## src/inc/brs_pkg.sv

```systemverilog
// Package: constants, register map and types for the board reset and setup block
package brs_pkg;

	// Clock and timing
	localparam int unsigned CLK_HZ          = 25000000;
	localparam int unsigned HOLD_LIMIT_MS   = 2000;
	localparam int unsigned HOLD_LIMIT_CYC  = (CLK_HZ / 1000) * HOLD_LIMIT_MS;
	localparam int unsigned DEBOUNCE_US     = 10000;
	localparam int unsigned DEBOUNCE_CYC    = (CLK_HZ / 1000000) * DEBOUNCE_US;
	localparam int unsigned COLD_PULSE_US   = 100;
	localparam int unsigned COLD_PULSE_CYC  = (CLK_HZ / 1000000) * COLD_PULSE_US;
	localparam int unsigned WARM_PULSE_US   = 10;
	localparam int unsigned WARM_PULSE_CYC  = (CLK_HZ / 1000000) * WARM_PULSE_US;
	localparam int unsigned CNT_W           = 32;

	// Register offsets (byte addresses)
	localparam logic [7:0] ADDR_SETUP    = 8'h00;
	localparam logic [7:0] ADDR_STATUS   = 8'h04;
	localparam logic [7:0] ADDR_LOCAL0   = 8'h08;
	localparam logic [7:0] ADDR_LOCAL6   = 8'h0C;
	localparam logic [7:0] ADDR_TRIGGER  = 8'h10;

	// Setup register fields
	localparam int SETUP_SPREAD_CLK   = 0;
	localparam int SETUP_EXT_CLK_MODE = 1;
	localparam int SETUP_MEZZ_BYPASS  = 2;
	localparam int SETUP_SHORT_CHAIN  = 3;
	localparam int SETUP_CPU_PROBE    = 4;
	localparam int SETUP_BOOT_SERIAL  = 5;
	localparam int SETUP_BP_RST_COLD  = 6;
	localparam logic [6:0] SETUP_RESET = 7'h00;

	// Local control 0 fields: [1:0] out data, [3:2] out enable, [5:4] in
	localparam int L0_OUT_LSB = 0;
	localparam int L0_OE_LSB  = 2;
	localparam int L0_IN_LSB  = 4;

	// Local control 6 user indicator bit
	localparam int L6_USER_BIT = 7;

	// Trigger control fields
	localparam int TRG_OUT_EN  = 0;
	localparam int TRG_IRQ_EN  = 1;
	localparam int TRG_FLAG    = 2;
	localparam int TRG_IN_LVL  = 3;

	// Status fields
	localparam int ST_LOADED   = 0;
	localparam int ST_COLD_SEEN = 1;
	localparam int ST_WARM_SEEN = 2;

	// Sequencer states
	typedef enum logic [1:0] {
		SEQ_IDLE = 2'b00,
		SEQ_COLD = 2'b01,
		SEQ_WARM = 2'b10,
		SEQ_LOAD = 2'b11
	} brs_seq_t;

	// Wishbone request carrier
	typedef struct packed {
		logic        cyc;
		logic        stb;
		logic        we;
		logic [3:0]  sel;
		logic [7:0]  adr;
		logic [31:0] dat;
	} brs_wb_req_t;

	// Reset request pulse pair
	typedef struct packed {
		logic cold;
		logic warm;
	} brs_rst_req_t;

endpackage

```

## src/hw/brs_top.sv

```systemverilog
// Board reset sequencer, setup switches, indicators and back I/O lines
//
// Behaviour
// Button held over two seconds gives a cold reset: reload logic, hard CPU reset.
// Button held under two seconds gives a warm reset: logic reset, CPU soft exception.
// Remote opto input: over two seconds cold, shorter pulse warm.
// Backplane reset is cold when backplane_reset_kind set, warm otherwise (default).
// Boot source setting on selects serial flash, off selects parallel flash.
// Logic-loaded indicator lit only when all logic configured; dark during reload.
// User indicator follows bit 7 of local_ctrl_reg6.
// Hot-swap indicator lit only in the safe-to-remove protocol state.
// System-slot indicator lit when board is system slot.
// Over-current indicator follows fault report; supply-ok lit only when supplies good.
// Two differential back lines fully software driven via local_ctrl_reg0.
// Trigger line is timer-driven output or interrupt-raising input.
// Spread-clock setting selects 100 MHz spread clock offset by geographic address.
// ext_bus_clock_mode on drives dual clock, off single clock.
// short_scan_chain_sel on routes short chain, off full boundary-scan chain.
// cpu_probe_sel on connects CPU scan port to external probe, else boundary scan.
// mezz_scan_bypass on ties test data in to out at first mezzanine slot.
// Reset inputs synchronised, debounced, timed in clocks, classified on release; the backplane reset is taken unsynchronised on its rising edge.
//
// The register addresses and the Wishbone register port are this design's own decisions.
`timescale 1ns/1ns
`default_nettype none

module brs_top #(
	parameter int unsigned HOLD_CYC  = brs_pkg::HOLD_LIMIT_CYC,
	parameter int unsigned DEB_CYC   = brs_pkg::DEBOUNCE_CYC,
	parameter int unsigned COLD_CYC  = brs_pkg::COLD_PULSE_CYC,
	parameter int unsigned WARM_CYC  = brs_pkg::WARM_PULSE_CYC,
	parameter int unsigned GA_W      = 5
) (
	// Clock and reset
	input  wire logic              I_CLK_SYS,
	input  wire logic              I_RESET,
	// Wishbone slave
	input  wire logic              I_WB_CYC,
	input  wire logic              I_WB_STB,
	input  wire logic              I_WB_WE,
	input  wire logic [3:0]        I_WB_SEL,
	input  wire logic [7:0]        I_WB_ADR,
	input  wire logic [31:0]       I_WB_DAT,
	output logic [31:0]            O_WB_DAT,
	output logic                   O_WB_ACK,
	// Reset sources
	input  wire logic              I_BUTTON_PRESS,
	input  wire logic              I_REMOTE_RESET,
	input  wire logic              I_BACKPLANE_RESET,
	// Logic reload handshake
	input  wire logic              I_LOGIC_DONE,
	// Board status inputs
	input  wire logic              I_HOTSWAP_SAFE,
	input  wire logic              I_SYSTEM_SLOT,
	input  wire logic              I_OVERCURRENT,
	input  wire logic              I_SUPPLIES_GOOD,
	input  wire logic [GA_W-1:0]   I_GEO_ADDR,
	// Timer trigger source
	input  wire logic              I_TIMER_TRIG,
	// Reset outputs
	output logic                   O_LOGIC_RELOAD,
	output logic                   O_CPU_HARD_RESET,
	output logic                   O_LOGIC_RESET,
	output logic                   O_CPU_SOFT_RESET,
	// Indicators
	output logic                   O_LOADED_LED,
	output logic                   O_USER_INDICATOR,
	output logic                   O_HOTSWAP_SAFE_LED,
	output logic                   O_SYSSLOT_LED,
	output logic                   O_OVERCURRENT_LED,
	output logic                   O_SUPPLY_OK_LED,
	// Configuration selects
	output logic                   O_BOOT_SERIAL,
	output logic                   O_SPREAD_CLK_EN,
	output logic [GA_W-1:0]        O_SPREAD_OFFSET,
	output logic                   O_EXT_BUS_CLOCK_MODE,
	output logic                   O_SHORT_SCAN_CHAIN_SEL,
	output logic                   O_CPU_PROBE_SEL,
	output logic                   O_MEZZ_SCAN_BYPASS,
	// Differential back lines
	input  wire logic [1:0]        I_SERIAL_LINE,
	output logic [1:0]             O_SERIAL_LINE,
	output logic [1:0]             O_SERIAL_LINE_OE,
	// Trigger line and its interrupt
	input  wire logic              I_TRIG_LINE,
	output logic                   O_TRIG_LINE,
	output logic                   O_TRIG_LINE_OE,
	output logic                   O_TRIG_IRQ
);

	typedef struct packed {
		brs_pkg::brs_seq_t       seq;
		logic [brs_pkg::CNT_W-1:0] cnt;
		logic [6:0]              setup;
		logic [3:0]              local0;
		logic [7:0]              local6;
		logic [1:0]              trig_ctl;
		logic                    trig_flag;
		logic                    trig_prev;
		logic                    bp_prev;
		logic                    cold_seen;
		logic                    warm_seen;
		logic                    ack;
		logic [31:0]             rdat;
	} brs_top_st_t;

	brs_top_st_t           st_reg;
	brs_top_st_t           st_next;
	brs_pkg::brs_rst_req_t btn_req;
	brs_pkg::brs_rst_req_t rem_req;
	brs_pkg::brs_wb_req_t  wb;
	logic                  wr_en;
	logic                  bp_edge;
	logic                  cold_req;
	logic                  warm_req;
	logic                  trig_rise;

	// Byte-lane merge for writes into a narrow register
	function automatic logic [7:0] lane0(input logic [7:0] old, input brs_pkg::brs_wb_req_t r);
		lane0 = r.sel[0] ? r.dat[7:0] : old;
	endfunction

	// Button and remote timers share one classifier design
	brs_hold_timer #(.HOLD_CYC(HOLD_CYC), .DEB_CYC(DEB_CYC)) u_button (
		.i_clk   (I_CLK_SYS),
		.i_reset (I_RESET),
		.i_press (I_BUTTON_PRESS),
		.o_req   (btn_req)
	);

	brs_hold_timer #(.HOLD_CYC(HOLD_CYC), .DEB_CYC(DEB_CYC)) u_remote (
		.i_clk   (I_CLK_SYS),
		.i_reset (I_RESET),
		.i_press (I_REMOTE_RESET),
		.o_req   (rem_req)
	);

	// Bus request bundle and decode helpers
	assign wb        = '{cyc: I_WB_CYC, stb: I_WB_STB, we: I_WB_WE, sel: I_WB_SEL,
	                     adr: I_WB_ADR, dat: I_WB_DAT};
	assign wr_en     = wb.cyc && wb.stb && wb.we && !st_reg.ack;
	assign bp_edge   = I_BACKPLANE_RESET && !st_reg.bp_prev;
	assign trig_rise = I_TRIG_LINE && !st_reg.trig_prev;

	// Backplane reset kind comes from the setup word
	always_comb begin
		cold_req = btn_req.cold || rem_req.cold;
		warm_req = btn_req.warm || rem_req.warm;
		if (bp_edge) begin
			if (st_reg.setup[brs_pkg::SETUP_BP_RST_COLD]) begin
				cold_req = 1'b1;
			end else begin
				warm_req = 1'b1;
			end
		end
	end

	// Sequencer, registers and bus answer
	always_comb begin
		st_next           = st_reg;
		st_next.bp_prev   = I_BACKPLANE_RESET;
		st_next.trig_prev = I_TRIG_LINE;
		st_next.ack       = wb.cyc && wb.stb && !st_reg.ack;
		st_next.rdat      = '0;

		// Cold beats warm; during a sequence only a cold request in SEQ_WARM has effect, restarting cold
		case (st_reg.seq)
			brs_pkg::SEQ_IDLE: begin
				// Cold request wins when both arrive together
				if (cold_req) begin
					st_next.seq = brs_pkg::SEQ_COLD;
					st_next.cnt = '0;
				end else if (warm_req) begin
					st_next.seq = brs_pkg::SEQ_WARM;
					st_next.cnt = '0;
				end
			end
			brs_pkg::SEQ_COLD: begin
				// Reload pulse, counted from zero
				st_next.cnt = st_reg.cnt + 1'b1;
				if (st_reg.cnt >= brs_pkg::CNT_W'(COLD_CYC - 1)) begin
					st_next.seq = brs_pkg::SEQ_LOAD;
				end
			end
			brs_pkg::SEQ_WARM: begin
				// Short logic reset; a cold request upgrades it
				st_next.cnt = st_reg.cnt + 1'b1;
				if (cold_req) begin
					st_next.seq = brs_pkg::SEQ_COLD;
					st_next.cnt = '0;
				end else if (st_reg.cnt >= brs_pkg::CNT_W'(WARM_CYC - 1)) begin
					st_next.seq = brs_pkg::SEQ_IDLE;
				end
			end
			brs_pkg::SEQ_LOAD: begin
				// Hard reset held until the logic reports it is reloaded
				if (I_LOGIC_DONE) begin
					st_next.seq = brs_pkg::SEQ_IDLE;
				end
			end
			default: st_next.seq = brs_pkg::SEQ_IDLE;
		endcase

		// Status sticky bits, set wins over clear
		if (wr_en && wb.adr == brs_pkg::ADDR_STATUS && wb.sel[0]) begin
			if (wb.dat[brs_pkg::ST_COLD_SEEN]) st_next.cold_seen = 1'b0;
			if (wb.dat[brs_pkg::ST_WARM_SEEN]) st_next.warm_seen = 1'b0;
		end
		if (cold_req) st_next.cold_seen = 1'b1;
		if (warm_req) st_next.warm_seen = 1'b1;

		// Trigger flag, write-one-to-clear, set wins
		if (wr_en && wb.adr == brs_pkg::ADDR_TRIGGER && wb.sel[0]) begin
			st_next.trig_ctl = wb.dat[brs_pkg::TRG_IRQ_EN:brs_pkg::TRG_OUT_EN];
			if (wb.dat[brs_pkg::TRG_FLAG]) st_next.trig_flag = 1'b0;
		end
		if (!st_reg.trig_ctl[brs_pkg::TRG_OUT_EN] && trig_rise) begin
			st_next.trig_flag = 1'b1;
		end

		// Register writes
		// Casts drop the unimplemented upper bits of the byte lane
		if (wr_en) begin
			if (wb.adr == brs_pkg::ADDR_SETUP) begin
				st_next.setup = 7'(lane0({1'b0, st_reg.setup}, wb));
			end else if (wb.adr == brs_pkg::ADDR_LOCAL0) begin
				st_next.local0 = 4'(lane0({4'h0, st_reg.local0}, wb));
			end else if (wb.adr == brs_pkg::ADDR_LOCAL6) begin
				st_next.local6 = lane0(st_reg.local6, wb);
			end
		end

		// Register reads; unmapped reads answer zero
		if (wb.cyc && wb.stb && !wb.we && !st_reg.ack) begin
			if (wb.adr == brs_pkg::ADDR_SETUP) begin
				st_next.rdat = {25'h0000000, st_reg.setup};
			end else if (wb.adr == brs_pkg::ADDR_STATUS) begin
				// Loaded bit tracks the sequencer only, not the done input
				st_next.rdat = {29'h00000000, st_reg.warm_seen, st_reg.cold_seen,
				                (st_reg.seq != brs_pkg::SEQ_COLD) &&
				                (st_reg.seq != brs_pkg::SEQ_LOAD)};
			end else if (wb.adr == brs_pkg::ADDR_LOCAL0) begin
				st_next.rdat = {26'h0000000, I_SERIAL_LINE, st_reg.local0};
			end else if (wb.adr == brs_pkg::ADDR_LOCAL6) begin
				st_next.rdat = {24'h000000, st_reg.local6};
			end else if (wb.adr == brs_pkg::ADDR_TRIGGER) begin
				st_next.rdat = {28'h0000000, I_TRIG_LINE, st_reg.trig_flag, st_reg.trig_ctl};
			end
		end
	end

	// State register
	always_ff @(posedge I_CLK_SYS or posedge I_RESET) begin
		if (I_RESET) begin
			st_reg       <= '0;
			st_reg.seq   <= brs_pkg::SEQ_IDLE;
			st_reg.setup <= brs_pkg::SETUP_RESET;
		end else begin
			st_reg <= st_next;
		end
	end

	// Bus outputs
	// Read data is zero outside the ack cycle
	assign O_WB_ACK = st_reg.ack;
	assign O_WB_DAT = st_reg.rdat;

	// Reset outputs driven by the sequencer state
	// Hard reset spans the load wait so the CPU never runs on half-loaded logic
	assign O_LOGIC_RELOAD   = (st_reg.seq == brs_pkg::SEQ_COLD);
	assign O_CPU_HARD_RESET = (st_reg.seq == brs_pkg::SEQ_COLD) ||
	                          (st_reg.seq == brs_pkg::SEQ_LOAD);
	assign O_LOGIC_RESET    = (st_reg.seq == brs_pkg::SEQ_WARM);
	assign O_CPU_SOFT_RESET = (st_reg.seq == brs_pkg::SEQ_WARM);

	// Indicators
	assign O_LOADED_LED       = I_LOGIC_DONE && (st_reg.seq != brs_pkg::SEQ_COLD) &&
	                            (st_reg.seq != brs_pkg::SEQ_LOAD);
	assign O_USER_INDICATOR   = st_reg.local6[brs_pkg::L6_USER_BIT];
	assign O_HOTSWAP_SAFE_LED = I_HOTSWAP_SAFE;
	assign O_SYSSLOT_LED      = I_SYSTEM_SLOT;
	assign O_OVERCURRENT_LED  = I_OVERCURRENT;
	assign O_SUPPLY_OK_LED    = I_SUPPLIES_GOOD;

	// Configuration selects straight from the setup word; the spread offset is the geographic address, gated by the spread bit
	assign O_BOOT_SERIAL          = st_reg.setup[brs_pkg::SETUP_BOOT_SERIAL];
	assign O_SPREAD_CLK_EN        = st_reg.setup[brs_pkg::SETUP_SPREAD_CLK];
	assign O_SPREAD_OFFSET        = st_reg.setup[brs_pkg::SETUP_SPREAD_CLK] ?
	                                I_GEO_ADDR : '0;
	assign O_EXT_BUS_CLOCK_MODE   = st_reg.setup[brs_pkg::SETUP_EXT_CLK_MODE];
	assign O_SHORT_SCAN_CHAIN_SEL = st_reg.setup[brs_pkg::SETUP_SHORT_CHAIN];
	assign O_CPU_PROBE_SEL        = st_reg.setup[brs_pkg::SETUP_CPU_PROBE];
	assign O_MEZZ_SCAN_BYPASS     = st_reg.setup[brs_pkg::SETUP_MEZZ_BYPASS];

	// Back lines: one data bit each, direction set by software
	assign O_SERIAL_LINE    = st_reg.local0[brs_pkg::L0_OUT_LSB +: 2];
	assign O_SERIAL_LINE_OE = st_reg.local0[brs_pkg::L0_OE_LSB +: 2];

	// Trigger: output copies timer pulse, input raises the interrupt
	assign O_TRIG_LINE    = st_reg.trig_ctl[brs_pkg::TRG_OUT_EN] && I_TIMER_TRIG;
	assign O_TRIG_LINE_OE = st_reg.trig_ctl[brs_pkg::TRG_OUT_EN];
	assign O_TRIG_IRQ     = st_reg.trig_flag && st_reg.trig_ctl[brs_pkg::TRG_IRQ_EN];

endmodule // brs_top

`default_nettype wire

```

## src/hw/brs_hold_timer.sv

```systemverilog
// Debounce and hold-time classifier for one reset input
`timescale 1ns/1ns
`default_nettype none

module brs_hold_timer #(
	parameter int unsigned HOLD_CYC = brs_pkg::HOLD_LIMIT_CYC,
	parameter int unsigned DEB_CYC  = brs_pkg::DEBOUNCE_CYC
) (
	// Clock and reset
	input  wire logic              i_clk,
	input  wire logic              i_reset,
	// Raw active-high press
	input  wire logic              i_press,
	// Classified result, one-cycle pulses
	output brs_pkg::brs_rst_req_t  o_req
);

	typedef struct packed {
		logic                        sync1;
		logic                        sync2;
		logic                        clean;
		logic [brs_pkg::CNT_W-1:0]   deb_cnt;
		logic [brs_pkg::CNT_W-1:0]   hold_cnt;
		brs_pkg::brs_rst_req_t       req;
	} brs_ht_st_t;

	brs_ht_st_t st_reg;
	brs_ht_st_t st_next;

	// Synchronise, debounce, then measure; kind decided on release
	always_comb begin
		st_next       = st_reg;
		st_next.sync1 = i_press;
		st_next.sync2 = st_reg.sync1;
		st_next.req   = '0;
		if (st_reg.sync2 == st_reg.clean) begin
			st_next.deb_cnt = '0;
		end else if (st_reg.deb_cnt >= brs_pkg::CNT_W'(DEB_CYC - 1)) begin
			st_next.deb_cnt = '0;
			st_next.clean   = st_reg.sync2;
		end else begin
			st_next.deb_cnt = st_reg.deb_cnt + 1'b1;
		end
		if (st_reg.clean) begin
			// Saturate so a very long hold never wraps back to warm
			if (st_reg.hold_cnt <= brs_pkg::CNT_W'(HOLD_CYC)) begin
				st_next.hold_cnt = st_reg.hold_cnt + 1'b1;
			end
		end else begin
			st_next.hold_cnt = '0;
		end
		if (st_reg.clean && !st_next.clean) begin
			if (st_reg.hold_cnt > brs_pkg::CNT_W'(HOLD_CYC)) begin
				st_next.req.cold = 1'b1;
			end else begin
				st_next.req.warm = 1'b1;
			end
		end
	end

	// State register
	always_ff @(posedge i_clk or posedge i_reset) begin
		if (i_reset) begin
			st_reg <= '0;
		end else begin
			st_reg <= st_next;
		end
	end

	assign o_req = st_reg.req;

endmodule // brs_hold_timer

`default_nettype wire

```

## config.mk

```make
export PLATFORM = sky130hd
export DESIGN_NAME = brs_top
export DESIGN_NICKNAME = d
export VERILOG_FILES = /design/src/inc/brs_pkg.sv /design/src/hw/brs_top.sv /design/src/hw/brs_hold_timer.sv
export SDC_FILE = /design/constraint.sdc
export NUM_CORES = 1
export LEC_CHECK = 0
export ABC_AREA = 1
export BUFFER_PORTS_ARGS = -buffer_cell sky130_fd_sc_hd__buf_4
export CAP_MARGIN = 20
export CORE_UTILIZATION = 55
export CTS_BUF_LIST = sky130_fd_sc_hd__clkbuf_8
export DETAILED_ROUTE_END_ITERATION = 10
export GPL_TIMING_DRIVEN = 0
export PLACE_DENSITY = 0.78
export RECOVER_POWER = 25
export SETUP_SLACK_MARGIN = 0.15
export SLEW_MARGIN = 20
export SYNTH_ARGS = -nofsm -noshare
export SYNTH_HDL_FRONTEND = slang
export SYNTH_SLANG_ARGS = --single-unit
```

## constraint.sdc

```tcl
create_clock -name I_CLK_SYS -period 6.4 [get_ports I_CLK_SYS]
set_input_delay 0.64 -clock I_CLK_SYS [delete_from_list [all_inputs] [get_ports I_CLK_SYS]]
set_output_delay 0.64 -clock I_CLK_SYS [all_outputs]
set_load 0.01 [all_outputs]
```

# Yosys cells after proc, flatten, opt, wreduce, memory -nomap -nowiden
# Cells that the tools add are included.
# W data, S select, Z words.
# totals
out_inout_bits,61
wordCells,151
register_bits,231
inputBits,66
# classes
bitwise,2
add_sub_neg,5
order_cmp,8
reduce_logical,47
n_eq_ne,17
mux,45
# ops
op,n
$mux W32,9
$add A32 B1 Y32 const B,5
$pmux W32 S3,1
$mux W34,2
$ge A32 B18 Y1 const B,2
$gt A32 B26 Y1 const B,2
$le A32 B26 Y1 const B,2
$mux W8,5
$ge A32 B12 Y1 const B,1
$ge A32 B8 Y1 const B,1
$logic_and A1 B1 Y1,20
$mux W1,18
$eq A8 B4 Y1 const B,2
$mux W2,7
$reduce_bool A2 Y1,6
$eq A8 B3 Y1 const B,1
$eq A8 B5 Y1 const B,1
$logic_not A8 Y1,1
$ne A2 B2 Y1 const B,4
$pmux W2 S4,1
$reduce_and A2 Y1,4
$reduce_and A4 Y1,2
$logic_not A1 Y1,7
$mux W5,1
13 further kinds,19

# Longest topological paths before layout
# Gate-level depths: netlist of run 1.
# logic_depth
depth_word,7
ltp_mapped,11

# Modules after synthesis
# A second synthesis of run 1 with hierarchy kept.
# hier_totals
hier_cells,1645
hier_area_um2,12057.8
# by_module_without_submodules
module,instances,cells_each,area_per_inst_um2
brs_hold_timer,2,517,3808.7
brs_top,1,611,4440.5

# Worst setup path before layout of run 1
# No wires, ideal clock.
# synth_timing
kind,reg2out
start,register st_reg[92] in the netlist's numbering
end,output port O_LOADED_LED
arrival_time_ns,1.230
required_ns,5.760
path_slack_ns,4.530
n_path_buf,0
path_stages_with_launch,5
path_cell_list,dfrtp_1 -> inv_1 -> ha_1 -> or2_2 -> nor2_1
# synth_between
elab_chain_len,3
# synth_lines
element,line,source
start: declaration,brs_top.sv:107,brs_top_st_t st_reg;
start signal: assignment,brs_top.sv:259,st_reg <= st_next;
$ne A2 B1 Y1,brs_top.sv:277,assign O_LOADED_LED = I_LOGIC_DONE && (st_reg.seq != brs_pkg::SEQ_COLD) &&
$logic_and A1 B1 Y1,brs_top.sv:277,
$logic_and A1 B1 Y1 (*),brs_top.sv:277,
end: declaration,brs_top.sv:66,"output logic O_LOADED_LED,"
# Mark *: on every way between the ends. The rest lies on a longest branch, timed or not.

==> results of run 1 <==
cell families after synthesis:
family	after synthesis	share of synthesized area, %
compound gates	103	5.41
mux	1	0.0971
buf+inv	245	9.93
other cells	1	0.0323
simple gates	847	33.1
flops	207	44.7
xor+xnor	69	5.21
fa+ha+maj	14	1.51
cells in the mapped netlist (all sizes together) (2+ instances only):
master    n
nor3b     4
nor2    226
nand4    66
o22ai     7
nor3     43
a31oi     3
or2       2
inv     173
nand2   380
a21oi     9
nor4      6
buf      65
and2      3
ha       14
o21ai    75
nand3b   21
nand3    94
and3      2
clkbuf    7
dfrtp   207
xor2     60
xnor2     9
o31ai     3
power groups by stage:
stage          registers, mW  logic (mW)  clock network, mW
3_3_place_gp            1.37       0.312                  0
2_1_floorplan           1.37       0.214                  0
5_1_grt                 1.35       0.367               1.41
6_report                1.35       0.328               1.32
4_1_cts                 1.35       0.332               1.36
3_5_place_dp            1.37       0.330                  0
worst paths after layout:
kind / from / to / slack, ns / cells past startpoint
worst min-delay path: I_REMOTE_RESET / u_remote.st_next[67] / 0.25 / 1
max in group I_CLK_SYS: st_reg[92] / O_LOADED_LED / 3.88 / 5
min in group asynchronous: I_RESET / st_reg[81] / 0.42 / 2
worst min register to register: u_remote.st_next[67] / u_remote.st_reg[67] / 0.36 / 0
worst max register to register: st_reg[91] / st_reg[73] / 4.23 / 7
worst max-delay path: I_RESET / u_button.st_reg[2] / 3.46 / 6
metrics by stage:
stage / area [um2] / std cells / total power [mW]
2_1_floorplan: 11800 / 1538 / 1.59
3_3_place_gp: 12700 / 1879 / 1.69
3_5_place_dp: 12800 / 1885 / 1.71
4_1_cts: 13600 / 1950 / 3.04
5_1_grt: 13600 / 1950 / 3.14
6_report: 13600 / 1950 / 3.00
metal layers:
layer	routed length [um]	GRT usage, %	share of wire [%]	vias to the layer above
li1	-	-	-	5025
met2	12400	41.2	47	271
met4	502	7.78	1.9	0
met3	1410	4.22	5.4	40
met5	0	0	0	-
met1	11800	34.2	45	4679
cell type report:
type                       count  area [um2]
fill                        1812        6880
clock inverter                18         155
sequential                   207        5180
multi-input combinational   1086        5440
inverter                     173         651
buffer                        72         500
timing repair buffer          77         637
tap                          270         338
clock buffer                  47         647
==> metrics.yaml, run 1 <==
clock_network:
  ctsHoldBuffers: 0
  htreeDepth: 2
  cts_buffer_depth: 3
  post_cts_resized: 0
  clock-sinks: 207
  post_cts_buffers: 0
  cts_tree: "built"
  clkTransAtPathRegs_ns: 0.06
  numCtsBuffers: 37
  clockRootBuffer: "clkbuf_8"
  clk_latency_ns: 0.52
worst_setup_path:
  slowest_stage: "clkbuf_1"
  crit_fanout: 32
  cp-start-kind: "primary input"
  crit_path_end_kind: "async pin"
  critPathKind: "in2async"
  crit_chain: "clkbuf_4, clkinvlp_2, clkbuf_1, buf_12, buf_12, buf_12"
  cpMostUsedCell: "buf_12"
  required_ns: 7.11
  cp.arrival_ns: 3.66
  path_delay_family: "buffers and inverters"
  critPathMaxStageDelay_ns: 1.32
  critPathBufInv: 6
job:
  drv_cap: 1
placed_design:
  port_buffers: 71
  gp_congestion: 0.941
  dp_hpwl_mm: 19.2
  dp_worst_setup_slack_ns: 4.16
final_layout:
  final_cell_mix: "nand2_1 (375), nor2_1 (214), dfrtp_1 (207)"
  area_growth_pct: 16.9
  drive_gt1_share_pct: 14.9
  finish.utilization_pct: 66.3
  final_net_count: 1734
  antenna_cells: 0
  mostFrequentLayoutCell: "nand2_1"
routing:
  firstDrtPassIters: 5
  routedWlPerCell_um: 13.4
  vias: 10000
  viasPerCell: 5.14
  first_iter_violations: 709
  ant_nets: 0
  route.detailed.drc: 0
  routed_wl_mm: 26.1
power_and_ir_drop:
  combPwrFrac_pct: 10.9
  ir_worst_vdd_mv: 0.183
  p_int_mw: 2.22
  seq_power_share_pct: 45.0
  clock_power_share_pct: 44.0
  swShare_pct: 26.1
  power_density_nw_per_um2: 222
  power_switching_mw: 0.782
  p_leak_nw: 6.41
sta:
  timing.final.crit_share_pct: 46.0
  setup_ws_ns: 3.46
  maxSlewViolCount: 30
  max_slew_margin_pct: -16.1
  skew_ns: 0.0265
  fin_tns_setup_ns: 0
  whs_ns: 0.251
  worst_pin_slew_ns: 1.74
  period_minus_slack_ns: 2.94
  timing.fmax_ghz: 0.340
  hold_viol: 0
  rsz0062_at_grt: "no"
  final-setup-viol-count: 0
logic_synthesis:
  synth_area_leaders: "dfrtp_1 (45%), nand2_1 (12%), nor2_1 (6.9%)"
  seq_area_frac_synth_pct: 44.7
  yosysWarnings: 0
  synth_top_area_cell: "dfrtp_1"
  avgSynthCellArea_um2: 7.80
  synth-main-ff-cell: "dfrtp_1"
  synth.top_cell.area_share_pct: 44.7
  synth_edf_count: 0
  yosysUniqueCellTypes: 47
  async_flop_share_pct: 100
  syn_area_um2: 11600
  syn_inst: 1487
  synth-seq-cells: 207
min_path:
  min_path_type: "in2reg"
outcome:
  status: "complete, but fails checks"
  violations: "capacitance limit, slew limit"
floorplanning:
  start_util_pct: 56.8
  placementRows: 52
  die_h_um: 147
  die_area_um2: 21700
  floorplan.core_area_um2: 20400
  die_w_um: 147
  num_io_pins: 127
global_routing:
  grt_pass1_wl_mm: 44.6
  grt_pass1_vias: 9498
  grt_overflow: 0
  grt_max_degree: 35
  gr-usage-all-layers_pct: 25.1
  antenna_found_initial: 0
(Power assumes the default switching activity.)
==> inputs of run 2 (changes only) <==
--- a/config.mk
+++ b/config.mk
@@ -5,14 +5,14 @@
 export SDC_FILE = /design/constraint.sdc
 export NUM_CORES = 1
 export LEC_CHECK = 0
-export ABC_AREA = 1
+export ABC_AREA = 0
 export BUFFER_PORTS_ARGS = -buffer_cell sky130_fd_sc_hd__buf_4
 export CAP_MARGIN = 20
 export CORE_UTILIZATION = 55
 export CTS_BUF_LIST = sky130_fd_sc_hd__clkbuf_8
 export DETAILED_ROUTE_END_ITERATION = 10
 export GPL_TIMING_DRIVEN = 0
-export PLACE_DENSITY = 0.78
+export PLACE_DENSITY = 0.76
 export RECOVER_POWER = 25
 export SETUP_SLACK_MARGIN = 0.15
 export SLEW_MARGIN = 20
==> constraint.sdc (replaced) <==
create_clock -name I_CLK_SYS -period 3.1 [get_ports I_CLK_SYS]
set_input_delay 0.31 -clock I_CLK_SYS [delete_from_list [all_inputs] [get_ports I_CLK_SYS]]
set_output_delay 0.31 -clock I_CLK_SYS [all_outputs]
set_load 0.01 [all_outputs]
==> run 2 against run 1 <==
Effect of this change: total power grew 95%; non-clock buffer count up 5; synthesized cell count shrank 32%; the run now ends clean; global-route usage fell by 2.7 points; sequential power increased by 110%; via count shrank 23%; synthesized area shrank 13%; critical path depth rose by 2; register-to-register slack worse by 3.8 ns; critical endpoint is now u_button.st_reg[13].
==> metrics.yaml, run 2 <==
global_routing:
  grt_max_degree: 36  # was 35
  grt_pass1_wl_mm: 34.3  # was 44.6 mm
  grt_pass1_vias: 7401  # was 9498
  gr-usage-all-layers_pct: 22.5  # was 25.1%
  grt_overflow: 0  # unchanged
  antenna_found_initial: 0  # unchanged
power_and_ir_drop:
  power_density_nw_per_um2: 490  # was 222 nW/um2
  p_leak_nw: 5.38  # was 6.41 nW
  ir_worst_vdd_mv: 0.374  # was 0.183 mV
  power.total_mw: 5.86  # was 3.00 mW
sta:
  final-setup-viol-count: 0  # unchanged
  hold_viol: 0  # unchanged
  worst_pin_slew_ns: 1.44  # was 1.74 ns
  maxSlewViolCount: 0  # was 30
  timing.final.crit_share_pct: 87.7
  rsz0062_at_grt: "no"  # unchanged
  timing.fmax_ghz: 0.368
  period_minus_slack_ns: 2.72
  setup_ws_ns: 0.381  # was 3.46 ns
  max_slew_margin_pct: 3.89  # was -16.1%
  whs_ns: 0.0412  # was 0.251 ns
  skew_ns: 0.0164  # was 0.0265 ns
logic_synthesis:
  syn_area_um2: 10100  # was 11600 um2
  synth_area_leaders: "dfrtp_1 (51%), nor2_1 (3.6%), buf_4 (3.0%)"  # was dfrtp_1 (45%), nand2_1 (12%), nor2_1 (6.9%)
  yosysUniqueCellTypes: 63  # was 47
  synth.most_common_cell: "dfrtp_1"  # was nand2_1
  async_flop_share_pct: 100  # unchanged
  ys_top_cells_by_count: "dfrtp_1 (207), nor2_1 (97), nand2_1 (64)"  # was nand2_1 (375), nor2_1 (214), dfrtp_1 (207)
  synth-main-ff-cell: "dfrtp_1"  # unchanged
  avgSynthCellArea_um2: 10.0  # was 7.80 um2
  synth_edf_count: 0  # unchanged
  syn_inst: 1008  # was 1487
  synth_top_area_cell: "dfrtp_1"  # unchanged
  seq_area_frac_synth_pct: 51.3  # was 44.7%
  synth-seq-cells: 207  # unchanged
  yosysWarnings: 0  # unchanged
  synth.top_cell.area_share_pct: 51.3  # was 44.7%
routing:
  routed_wl_mm: 20.0  # was 26.1 mm
  firstDrtPassIters: 4  # was 5
  routedWlPerCell_um: 14.0  # was 13.4 um
  ant_nets: 0  # unchanged
  first_iter_violations: 357  # was 709
  viasPerCell: 5.41  # was 5.14
  route.detailed.drc: 0  # unchanged
  vias: 7730  # was 10000
worst_setup_path:
  critPathKind: "reg2reg"  # was in2async
  crit_fanout: 10  # was 32
  slowest_stage: "or4b_1"  # was clkbuf_1
  crit_path_end_kind: "flip-flop"  # was async pin
  r2r_cells: 8  # was 7
  required_ns: 3.48  # was 7.11 ns
  critPathMaxStageDelay_ns: 0.53  # was 1.32 ns
  reg2reg_from: "u_button.st_reg[4]"  # was st_reg[91]
  critPathBufInv: 2  # was 6
  cp.arrival_ns: 3.10  # was 3.66 ns
  crit_chain: "or4b_1, nor4b_1, and4b_1, o21ai_1, buf_2, clkbuf_1, o31ai_1, a21oi_1"  # was clkbuf_4, clkinvlp_2, clkbuf_1, buf_12, buf_12, buf_12
  rrSetupSlack_ns: 0.38  # was 4.23 ns
  cp-start-kind: "flip-flop"  # was primary input
  r2r_end: "u_button.st_reg[13]"  # was st_reg[73]
  path_delay_family: "simple AND/OR/NAND/NOR gates"  # was buffers and inverters
final_layout:
  drive_gt1_share_pct: 17.2  # was 14.9%
  area_growth_pct: 18.4  # was 16.9%
  finish.utilization_pct: 66.6  # was 66.3%
  antenna_cells: 0  # unchanged
  final_cell_mix: "dfrtp_1 (207), buf_4 (102), nor2_1 (97)"  # was nand2_1 (375), nor2_1 (214), dfrtp_1 (207)
  mostFrequentLayoutCell: "dfrtp_1"  # was nand2_1
  post-route-cell-area_um2: 12000  # was 13600 um2
  final_net_count: 1257  # was 1734
clock_network:
  clkTransAtPathRegs_ns: 0.07  # was 0.06 ns
  numCtsBuffers: 35  # was 37
  clock-sinks: 207  # unchanged
  clockRootBuffer: "clkbuf_8"  # unchanged
  cts_buffer_depth: 3  # unchanged
  clk_latency_ns: 0.52  # about the same
  post_cts_buffers: 0  # unchanged
  cts_tree: "built"  # unchanged
  htreeDepth: 2  # unchanged
floorplanning:
  die_area_um2: 18900  # was 21700 um2
  die_w_um: 138  # was 147 um
  start_util_pct: 56.3  # was 56.8%
  floorplan.core_area_um2: 18000  # was 20400 um2
  num_io_pins: 127  # unchanged
  placementRows: 49  # was 52
  die_h_um: 138  # was 147 um
outcome:
  status: "complete, no violations"  # was complete, but fails checks
min_path:
  worstHoldEndpoint: "st_reg[45]"  # was u_remote.st_next[67]
  min_path_cells: 2  # was 1
  min_path_type: "in2reg"  # unchanged
  min_from: "I_WB_DAT[5]"  # was I_REMOTE_RESET
placed_design:
  dp_hpwl_mm: 13.7  # was 19.2 mm
  gp_congestion: 0.815  # was 0.941
  dp_worst_setup_slack_ns: 0.237  # was 4.16 ns
  port_buffers: 70  # was 71
  placed_area_um2: 11200  # was 12800 um2
job:
  drv_cap: 0  # was 1
==> run 2: where the power goes <==
part	leakage (nW)	internal [mW]	total [mW]	switching, mW
Clock	0.398	1.34	2.42	1.08
Combinational	2.20	0.238	0.638	0.400
Sequential	2.78	2.76	2.80	0.0416
==> run 2: layout make-up <==
cell class                 instances  area, um2
clock buffer                      43        592
fill                            1434       6000
tap                              229        287
timing repair buffer              81        666
inverter                          32        121
buffer                            73        460
sequential                       207       5180
clock inverter                    18        111
multi-input combinational        747       4550
==> run 2: worst max-delay path by stage <==
stage | startpoint | end | cells after the start | slack (ns)
after floorplan | I_RESET | O_BOOT_SERIAL | 1 | 0.10
after global placement | I_RESET | u_remote.st_reg[44] | 2 | -1.07
after detailed placement | st_reg[91] | st_reg[90] | 9 | 0.24
after CTS | st_reg[91] | st_reg[90] | 9 | 0.23
after global routing | I_RESET | u_remote.st_reg[9] | 4 | 0.16
final | u_button.st_reg[4] | u_button.st_reg[13] | 8 | 0.38
==> run 2: repair_timing <==
item | CTS | global route
hold buffers | 5 | 0
endpoints found under the hold margin | 26 | 0
endpoints found under the setup margin | 0 | 13
resized for setup | 0 | 2
==> run 2: cell families after synthesis <==
family	synth area share (%)
AOI/OAI and AO/OA	8.73
adders and majority gates	1.73
muxes	4.26
buffers and inverters	5.74
DFF	51.3
xor gates and xnor gates	5.03
and+or+nand+nor	23.2
other	0.0371
==> run 2: metrics by stage <==
step | TNS, ns | cells
after floorplan | 0 | 1059
final | 0 | 1430
after detailed placement | 0 | 1364
after CTS | 0 | 1430
after global routing | 0 | 1430
after global placement | -219.12 | 1358
==> run 2: per-layer routing <==
layer  track usage [%]  wire length, um  share of wire [%]  vias up
met5                 0                0                  0        -
met4              7.14              351                1.8        0
met3              4.19             1060                5.3       37
met2              37.6             9620                 48      183
met1              29.6             8970                 45     3687
li1                  -                -                  -     3823
